==> src/reload_timer_pkg.sv <==
// constants shared by the reload timer design files
package reload_timer_pkg;
	// apb byte addresses
	localparam logic [7:0] CTRL_ADDR = 8'h00;
	localparam logic [7:0] MODE_ADDR = 8'h04;
	localparam logic [7:0] CNTL_ADDR = 8'h08;
	localparam logic [7:0] CNTH_ADDR = 8'h0C;
	localparam logic [7:0] RELL_ADDR = 8'h10;
	localparam logic [7:0] RELH_ADDR = 8'h14;
	// timer_control_reg fields
	localparam int OVF_BIT = 7;
	localparam int EXT_BIT = 6;
	localparam int RXSEL_BIT = 5;
	localparam int TXSEL_BIT = 4;
	localparam int EXTEN_BIT = 3;
	localparam int RUN_BIT = 2;
	localparam int SRC_BIT = 1;
	localparam int CRSEL_BIT = 0;
	// timer_mode_reg fields
	localparam int REQEN_BIT = 7;
	localparam int CLKOE_BIT = 1;
	localparam int DOWN_COUNT_ENABLE_BIT = 0;
	// reset values and counter maximum
	localparam logic [7:0] CTRL_RST = 8'h00;
	localparam logic [7:0] MODE_RST = 8'h00;
	localparam logic [15:0] CNT_RST = 16'h0000;
	localparam logic [15:0] REL_RST = 16'h0000;
	localparam logic [15:0] CNT_MAX = 16'hFFFF;
	// timing: machine cycle length and serial bit divider
	localparam logic [2:0] MC_LAST = 3'h5;
	localparam logic [3:0] BIT_DIV_LAST = 4'hF;
endpackage

==> src/pin_sync.sv <==
// two-flop pin synchroniser with falling edge pulse
`timescale 1ns/100ps
`default_nettype none
module pin_sync
(
	// clock and reset
	input wire logic pclk,
	input wire logic presetn,
	// raw pin
	input wire logic pin_i,
	// synchronised level and falling edge
	output logic level_o,
	output logic fall_o
);
	logic meta_r;
	logic sync_r;
	logic prev_r;

	always_ff @(posedge pclk or negedge presetn)
	begin
		if (!presetn)
		begin
			meta_r <= 1'b1;
			sync_r <= 1'b1;
			prev_r <= 1'b1;
		end
		else
		begin
			meta_r <= pin_i;
			sync_r <= meta_r;
			prev_r <= sync_r;
		end
	end

	assign level_o = sync_r;
	assign fall_o = prev_r & ~sync_r;
endmodule
`default_nettype wire

==> src/reload_timer.sv <==
// 16-bit reload timer with baud generation and clock-out, apb slave
// How it works
// - no trigger: count up, overflow, reload
// - source select chooses pin events or machine cycles
// - trigger falling edge reloads and sets flag
// - either flag raises the enabled timer request
// - edge seen high, low, flag third cycle
// - up/down, trigger high: count up, reload
// - trigger low: count down, underflow to ones
// - up/down toggles external flag each wrap
// - clock-out drives square wave on pin
// - clock-out frequency osc over twice span
// - clock-out rollovers give no request
// - select bits route overflows to serial clocks
// - baud mode reloads on every rollover
// - serial bit rate is overflow rate/16
// - baud timing counts at oscillator rate unless pin source set
// - baud rollover sets no overflow flag
// - baud trigger edge sets flag, no reload
// - baud mode only while a select set
// - down count enable clear after reset
// - baud selects force auto-reload over capture
// - timer runs only while run control set
`timescale 1ns/100ps
`default_nettype none
module reload_timer
	import reload_timer_pkg::*;
(
	// apb slave
	input wire logic pclk,
	input wire logic presetn,
	input wire logic psel,
	input wire logic penable,
	input wire logic pwrite,
	input wire logic [7:0] paddr,
	input wire logic [31:0] pwdata,
	output logic [31:0] prdata,
	output logic pready,
	output logic pslverr,
	// pins
	input wire logic trigger_input,
	input wire logic counter_pin_i,
	output logic counter_pin_o,
	output logic counter_pin_oe_n,
	// serial port clocking
	input wire logic other_timer_ovf,
	output logic tx_bit_tick,
	output logic rx_bit_tick,
	// timer interrupt request
	output logic timer_req
);

	////////////////////////////////////////////////////////////////
	// registers and decode

	logic overflow_flag_r;
	logic external_flag_r;
	logic [5:0] ctrl_r;
	logic [7:0] mode_r;
	logic [15:0] count_r;
	logic [15:0] count_nxt;
	logic [15:0] reload_r;
	logic [2:0] mc_r;
	logic samp_r;
	logic pend_r;
	logic clk_out_r;
	logic [3:0] tx_div_r;
	logic [3:0] rx_div_r;
	logic [31:0] rdata_nxt;
	logic trig_s;
	logic pin_fall;
	logic wr;
	logic ctrl_wr;
	logic cnt_wr;
	logic mapped;
	logic mc_tick;
	logic baud;
	logic clkout;
	logic updown;
	logic tick;
	logic count_down;
	logic ovf_ev;
	logic unf_ev;
	logic ext_ev;
	logic ext_reload;
	logic my_ovf;

	function automatic logic [3:0] div_next(input logic [3:0] d, input logic ev);
		div_next = ev ? d + 4'h1 : d;
	endfunction

	function automatic logic is_addr(input logic [7:0] a, input logic [7:0] r);
		is_addr = (a == r);
	endfunction

	assign wr = psel & penable & pwrite;
	assign ctrl_wr = wr & is_addr(paddr, CTRL_ADDR);
	assign cnt_wr = wr & (is_addr(paddr, CNTL_ADDR) | is_addr(paddr, CNTH_ADDR));
	assign mapped = is_addr(paddr, CTRL_ADDR) | is_addr(paddr, MODE_ADDR) | is_addr(paddr, CNTL_ADDR)
		| is_addr(paddr, CNTH_ADDR) | is_addr(paddr, RELL_ADDR) | is_addr(paddr, RELH_ADDR);
	// zero wait states; errors only for unmapped words
	assign pready = 1'b1;
	assign pslverr = psel & penable & ~mapped;

	////////////////////////////////////////////////////////////////
	// pin synchronisers

	pin_sync trig_sync
	(
		.pclk(pclk),
		.presetn(presetn),
		.pin_i(trigger_input),
		.level_o(trig_s),
		.fall_o()
	);

	pin_sync cpin_sync
	(
		.pclk(pclk),
		.presetn(presetn),
		.pin_i(counter_pin_i),
		.level_o(),
		.fall_o(pin_fall)
	);

	////////////////////////////////////////////////////////////////
	// mode decode and count enable

	assign baud = ctrl_r[RXSEL_BIT] | ctrl_r[TXSEL_BIT];
	assign clkout = mode_r[CLKOE_BIT] & ~ctrl_r[SRC_BIT];
	assign updown = mode_r[DOWN_COUNT_ENABLE_BIT] & ~baud & ~clkout;
	assign count_down = updown & ~trig_s;
	assign mc_tick = (mc_r == MC_LAST);

	// pin source counts pin falls; else baud and clock-out time at the oscillator, else once per machine cycle
	always_comb
	begin
		if (!ctrl_r[RUN_BIT])
			tick = 1'b0;
		else if (ctrl_r[SRC_BIT])
			tick = pin_fall;
		else if (baud | clkout)
			tick = 1'b1;
		else
			tick = mc_tick;
	end

	always_ff @(posedge pclk or negedge presetn)
	begin
		if (!presetn)
			mc_r <= 3'h0;
		else if (mc_tick)
			mc_r <= 3'h0;
		else
			mc_r <= mc_r + 3'h1;
	end

	////////////////////////////////////////////////////////////////
	// trigger edge: high in one machine cycle, low in next, event in third

	always_ff @(posedge pclk or negedge presetn)
	begin
		if (!presetn)
		begin
			samp_r <= 1'b1;
			pend_r <= 1'b0;
		end
		else if (mc_tick)
		begin
			samp_r <= trig_s;
			pend_r <= samp_r & ~trig_s;
		end
	end

	assign ext_ev = mc_tick & pend_r & ctrl_r[EXTEN_BIT];
	// capture select is ignored in baud mode; up/down uses the pin as direction
	assign ext_reload = ext_ev & ~baud & ~updown & (~ctrl_r[CRSEL_BIT] | baud);

	////////////////////////////////////////////////////////////////
	// counter

	assign ovf_ev = tick & ~count_down & (count_r == CNT_MAX) & ~ext_reload;
	assign unf_ev = tick & count_down & (count_r == reload_r) & ~ext_reload;
	assign my_ovf = ovf_ev;

	always_comb
	begin
		count_nxt = count_r;
		if (ext_reload)
			count_nxt = reload_r;
		else if (unf_ev)
			count_nxt = CNT_MAX;
		else if (ovf_ev)
			count_nxt = reload_r;
		else if (tick & count_down)
			count_nxt = count_r - 16'h0001;
		else if (tick)
			count_nxt = count_r + 16'h0001;
	end

	// a software write wins over counting in the written byte only; the other byte still counts; stopping first avoids the race
	always_ff @(posedge pclk or negedge presetn)
	begin
		if (!presetn)
			count_r <= CNT_RST;
		else if (wr & is_addr(paddr, CNTL_ADDR))
			count_r <= {count_nxt[15:8], pwdata[7:0]};
		else if (wr & is_addr(paddr, CNTH_ADDR))
			count_r <= {pwdata[7:0], count_nxt[7:0]};
		else
			count_r <= count_nxt;
	end

	always_ff @(posedge pclk or negedge presetn)
	begin
		if (!presetn)
			reload_r <= REL_RST;
		else if (wr & is_addr(paddr, RELL_ADDR))
			reload_r[7:0] <= pwdata[7:0];
		else if (wr & is_addr(paddr, RELH_ADDR))
			reload_r[15:8] <= pwdata[7:0];
	end

	////////////////////////////////////////////////////////////////
	// control, mode and flags

	always_ff @(posedge pclk or negedge presetn)
	begin
		if (!presetn)
		begin
			ctrl_r <= CTRL_RST[5:0];
			mode_r <= MODE_RST;
		end
		else
		begin
			if (ctrl_wr)
				ctrl_r <= pwdata[5:0];
			if (wr & is_addr(paddr, MODE_ADDR))
				mode_r <= {pwdata[REQEN_BIT], 5'h00, pwdata[CLKOE_BIT], pwdata[DOWN_COUNT_ENABLE_BIT]};
		end
	end

	// hardware set wins over a software clear in the same cycle
	always_ff @(posedge pclk or negedge presetn)
	begin
		if (!presetn)
			overflow_flag_r <= 1'b0;
		else if ((ovf_ev | unf_ev) & ~baud & ~clkout)
			overflow_flag_r <= 1'b1;
		else if (ctrl_wr)
			overflow_flag_r <= pwdata[OVF_BIT];
	end

	always_ff @(posedge pclk or negedge presetn)
	begin
		if (!presetn)
			external_flag_r <= 1'b0;
		else if (updown & (ovf_ev | unf_ev))
			external_flag_r <= ~external_flag_r;
		else if (ext_ev & ~updown)
			external_flag_r <= 1'b1;
		else if (ctrl_wr)
			external_flag_r <= pwdata[EXT_BIT];
	end

	assign timer_req = mode_r[REQEN_BIT] & (overflow_flag_r | external_flag_r);

	////////////////////////////////////////////////////////////////
	// clock-out pin

	always_ff @(posedge pclk or negedge presetn)
	begin
		if (!presetn)
			clk_out_r <= 1'b0;
		else if (!clkout)
			clk_out_r <= 1'b0;
		else if (ovf_ev)
			clk_out_r <= ~clk_out_r;
	end

	assign counter_pin_o = clk_out_r;
	assign counter_pin_oe_n = ~clkout;

	////////////////////////////////////////////////////////////////
	// serial clock routing and divide by sixteen

	always_ff @(posedge pclk or negedge presetn)
	begin
		if (!presetn)
		begin
			tx_div_r <= 4'h0;
			rx_div_r <= 4'h0;
		end
		else
		begin
			tx_div_r <= div_next(tx_div_r, ctrl_r[TXSEL_BIT] ? my_ovf : other_timer_ovf);
			rx_div_r <= div_next(rx_div_r, ctrl_r[RXSEL_BIT] ? my_ovf : other_timer_ovf);
		end
	end

	always_ff @(posedge pclk or negedge presetn)
	begin
		if (!presetn)
		begin
			tx_bit_tick <= 1'b0;
			rx_bit_tick <= 1'b0;
		end
		else
		begin
			tx_bit_tick <= (tx_div_r == BIT_DIV_LAST) & (ctrl_r[TXSEL_BIT] ? my_ovf : other_timer_ovf);
			rx_bit_tick <= (rx_div_r == BIT_DIV_LAST) & (ctrl_r[RXSEL_BIT] ? my_ovf : other_timer_ovf);
		end
	end

	////////////////////////////////////////////////////////////////
	// read data, captured in the setup cycle

	always_comb
	begin
		rdata_nxt = 32'h0000_0000;
		if (is_addr(paddr, CTRL_ADDR))
			rdata_nxt[7:0] = {overflow_flag_r, external_flag_r, ctrl_r};
		else if (is_addr(paddr, MODE_ADDR))
			rdata_nxt[7:0] = mode_r;
		else if (is_addr(paddr, CNTL_ADDR))
			rdata_nxt[7:0] = count_r[7:0];
		else if (is_addr(paddr, CNTH_ADDR))
			rdata_nxt[7:0] = count_r[15:8];
		else if (is_addr(paddr, RELL_ADDR))
			rdata_nxt[7:0] = reload_r[7:0];
		else if (is_addr(paddr, RELH_ADDR))
			rdata_nxt[7:0] = reload_r[15:8];
	end

	always_ff @(posedge pclk or negedge presetn)
	begin
		if (!presetn)
			prdata <= 32'h0000_0000;
		else if (psel & ~penable)
			prdata <= rdata_nxt;
	end
endmodule
`default_nettype wire

==> config.mk <==
export PLATFORM = sky130hd
export DESIGN_NAME = reload_timer
export DESIGN_NICKNAME = d
export VERILOG_FILES = /design/src/reload_timer_pkg.sv /design/src/pin_sync.sv /design/src/reload_timer.sv
export SDC_FILE = /design/constraint.sdc
export NUM_CORES = 1
export LEC_CHECK = 0
export BUFFER_PORTS_ARGS = -buffer_cell sky130_fd_sc_hd__buf_2
export CAP_MARGIN = 15
export CORE_ASPECT_RATIO = 0.9
export CORE_MARGIN = 2
export CORE_UTILIZATION = 61
export DETAILED_ROUTE_END_ITERATION = 16
export PLACE_DENSITY = 0.86
export SYNTH_ARGS = -nofsm -noshare
export SYNTH_HDL_FRONTEND = slang
export SYNTH_SLANG_ARGS = --single-unit
==> constraint.sdc <==
create_clock -name pclk -period 4.8 [get_ports pclk]
set_clock_uncertainty 0.1 [all_clocks]
set_input_delay 0.72 -clock pclk [delete_from_list [all_inputs] [get_ports pclk]]
set_output_delay 0.72 -clock pclk [all_outputs]
set_load 0.03 [all_outputs]
==> impl_results.md <==
- CTS sink count: 72
- Cts repair resizes: 0
- Pre-CTS setup slack: about 1.8 ns
- EDFF count, synth: 0
- Setup slack after layout: 1.669 ns
- Largest net degree at the start of global routing: 38
- Final Wtd Congestion: ~0.97
- Final Slew Violations: 0
- Comb pwr share: 0.163
- Average wire per standard cell: 19.64 um
- Initial antenna violation count: 0
- #FFs+latches synth: 72
- Area of the multi-input gates: around 2600 um2
- Final net count: 576
- Worst path required time: 4.93 ns
- RSZ-0062 raised after global routing: no
- Io pins: 87
- Placed insts: 609
- Worst EP arrival: around 3.3 ns
- Switching Fraction: 0.2968
- Pwr dens: about 300 nW/um2
- Yosys top cell area share: 0.3517
- Ys Warns: 0
- Critical path class: flop to flop
- H-tree lvl count: 3
- Critical path launch point type: flop
- Primary FF master, synth: dfrtp_1
- Max_cap viols: 0
- CP max stage delay: about 0.65 ns
- Critical path capture point type: flop
- # setup viols final: 0
- Core footprint: 7507 um2
- Setup_tns: 0 ns
- Internal Power: 1.072 mW
- P_sw: 452.4 uW
- Total CTS buffers: 9
- Clk_lat worst skew: 0.36 ns
- Maximum VDD drop: ~0.2 mV
- All-Layer GR Usage: 0.3158
- Min Clock Period, post-route: 3.131 ns
- Status: finished, final reports clean
- Hold Path Class: flop to flop
- Ant diodes: 0
- Peak fanout along the critical path: 14
- Highest clock rate: roughly 0.32 GHz
- I/O Buffers: 37
- Commonest non-fill, non-tap cell in the layout: dfrtp_1
- Total power: about 1.5 mW
- Design area: about 5000 um2
- Cell area after synthesis: around 4700 um2
- Die height: roughly 87 um
- Most frequent cells in the layout: 66 x dfrtp_1, 48 x nand2_1, 37 x buf_2, 32 x nor2_1, 30 x a21oi_1
- WL final: around 12,000 um
- Post-Syn Instances: 500
- Distinct cells, synth: 71
- Reg clk slew, reported paths: approximately 0.080 ns
- TritonCTS clock tree: built
- Die area: roughly 8400 um2
- Dominant cell type by area after synthesis: dfrtp_1
- Slowest-stage cell, CP: dfrtp_1
- Remaining antenna violation count: 0
- CTS Hold Bufs: 0
- Synth Area per Inst: 9.392 um2
- Cell Chain, Critical Path: nand4_1 > or4_4 > a2111oi_4 > nor2_2 > or3_1 > o21ai_0 > a21oi_1
- Vias/cell: approximately 6.4
- GR Overflow Total: 0
- Worst-Margin Slew: slightly below 1 ns
- P&R area growth vs syn: 6.848%
- Register area: approximately 1800 um2
- Ys async rst share: 1.000
- Vias in the first global route: approximately 3,800
- Post-CTS Repair Setup Buffers: 0
- Fin cells: 625
- DRT iter0 DRCs: 480
- P_leak: around 2.2 nW
- # DRC: 0
- Filler Cells Inserted: 595
- Period utilisation layout: 0.6523
- Reg power frac: 0.482
- Synth area leaders: dfrtp_1 35%, mux2_2 6.7%, buf_4 4.6%
- Post-synthesis sequential area ratio: 0.3853
- Dpl hpwl: a little under 9000 um
- First-pass GRT wire length: ~20,000 um
- Routed via count: between 4,000 and 5,000
- Deepest clock path buffer count: 2
- Area post-placement: approximately 4800 um2
- Final hold viol count: 0
- CTS root buffer: clkbuf_8
- Share of cells above drive strength 1: 0.2004
- # rows: 30
- Final hold slack: between 0.2 and 0.3 ns
- Initial core utilization: 0.6255
- Slew margin rel.: 0.3316
- Die width: ~96 um
- Post-Route Utilization: 0.6683
- First-pass DRT Iterations: 7
- Clock power share: 0.354
## state kept, by name, indices dropped and copies added (netlist names)
| name | cells |
|---|---|
| mode_r | 3 |
| overflow_flag_r | 1 |
| trig_sync.level_o | 1 |
| tx_div_r | 4 |
| cpin_sync.prev_r | 1 |
| count_r | 16 |
| mc_r | 3 |
| external_flag_r | 1 |
| tx_bit_tick | 1 |
| rx_bit_tick | 1 |
| counter_pin_o | 1 |
| cpin_sync.level_o | 1 |
| pend_r | 1 |
| trig_sync.meta_r | 1 |
| rx_div_r | 4 |
| samp_r | 1 |
| ctrl_r | 6 |
| cpin_sync.meta_r | 1 |
| reload_r | 16 |
| prdata | 8 |
## power by group through the flow
| stage | logic, mW | registers [mW] | clock network (mW) |
|---|---|---|---|
| after floorplan | 0.214 | 0.715 | 0 |
| after global placement | 0.232 | 0.739 | 0 |
| after detailed placement | 0.247 | 0.744 | 0 |
| after CTS | 0.249 | 0.732 | 0.541 |
| after global routing | 0.274 | 0.744 | 0.566 |
| final | 0.249 | 0.735 | 0.540 |
## routing by layer
layer | global-route usage | share of wire | wire length, um | up-vias
met5 | 0 | 0 | 0 | -
met4 | 0.1216 | 0.034 | 415 | 0
met3 | 0.05714 | 0.090 | 1100 | 42
met2 | 0.4735 | 0.46 | 5697 | 217
met1 | 0.4573 | 0.41 | 5058 | 1955
li1 | - | - | - | 1814
## synth_stat cells (8+ instances only)
library cell / count
nor2_1: 32
nand2_1: 48
xor2_1: 14
mux2_2: 28
buf_4: 29
dfrtp_1: 66
nand3_1: 16
a31oi_1: 11
clkbuf_1: 13
mux2i_1: 8
a22oi_1: 10
o21ai_0: 26
nor3_1: 9
a21oi_1: 30
inv_1: 12
or3_1: 11
xnor2_1: 18
## area by class of cell
cell class / count / share of cell area
timing repair buffer: 38 / 0.03840
multi-input combinational: 391 / 0.5237
clock buffer: 11 / 0.02818
inverter: 12 / 0.008978
sequential: 72 / 0.3606
clock inverter: 5 / 0.01621
tap: 96 / 0.02394
## cells by family after synthesis
group | share of synthesized area
buffers and inverters | 0.07354
other | 0.001599
AO/OA/AOI/OAI | 0.1812
adder cells (fa/ha/maj) | 0.01066
XOR/XNOR | 0.05969
flip-flops | 0.3853
multiplexers | 0.09486
AND/OR/NAND/NOR | 0.1932
## critical path: cells and delay by family (launching register included)
kind | cells | cell delay [ns]
compound gates | 3 | 0.81
flops | 1 | 0.65
simple gates | 4 | 1.44
## path summary, 6_finish.rpt
check	from	endpoint	slack (ns)	cells past startpoint
worst max-delay path	count_r[6]	count_r[15]	1.67	7
worst min-delay path	trig_sync.meta_r	trig_sync.level_o	0.25	0
worst max register to register	count_r[6]	count_r[15]	1.67	7
worst min register to register	trig_sync.meta_r	trig_sync.level_o	0.25	0
max in group asynchronous	presetn	cpin_sync.level_o	3.27	2
min in group asynchronous	presetn	mc_r[1]	0.35	1
(Power assumes the default switching activity.)
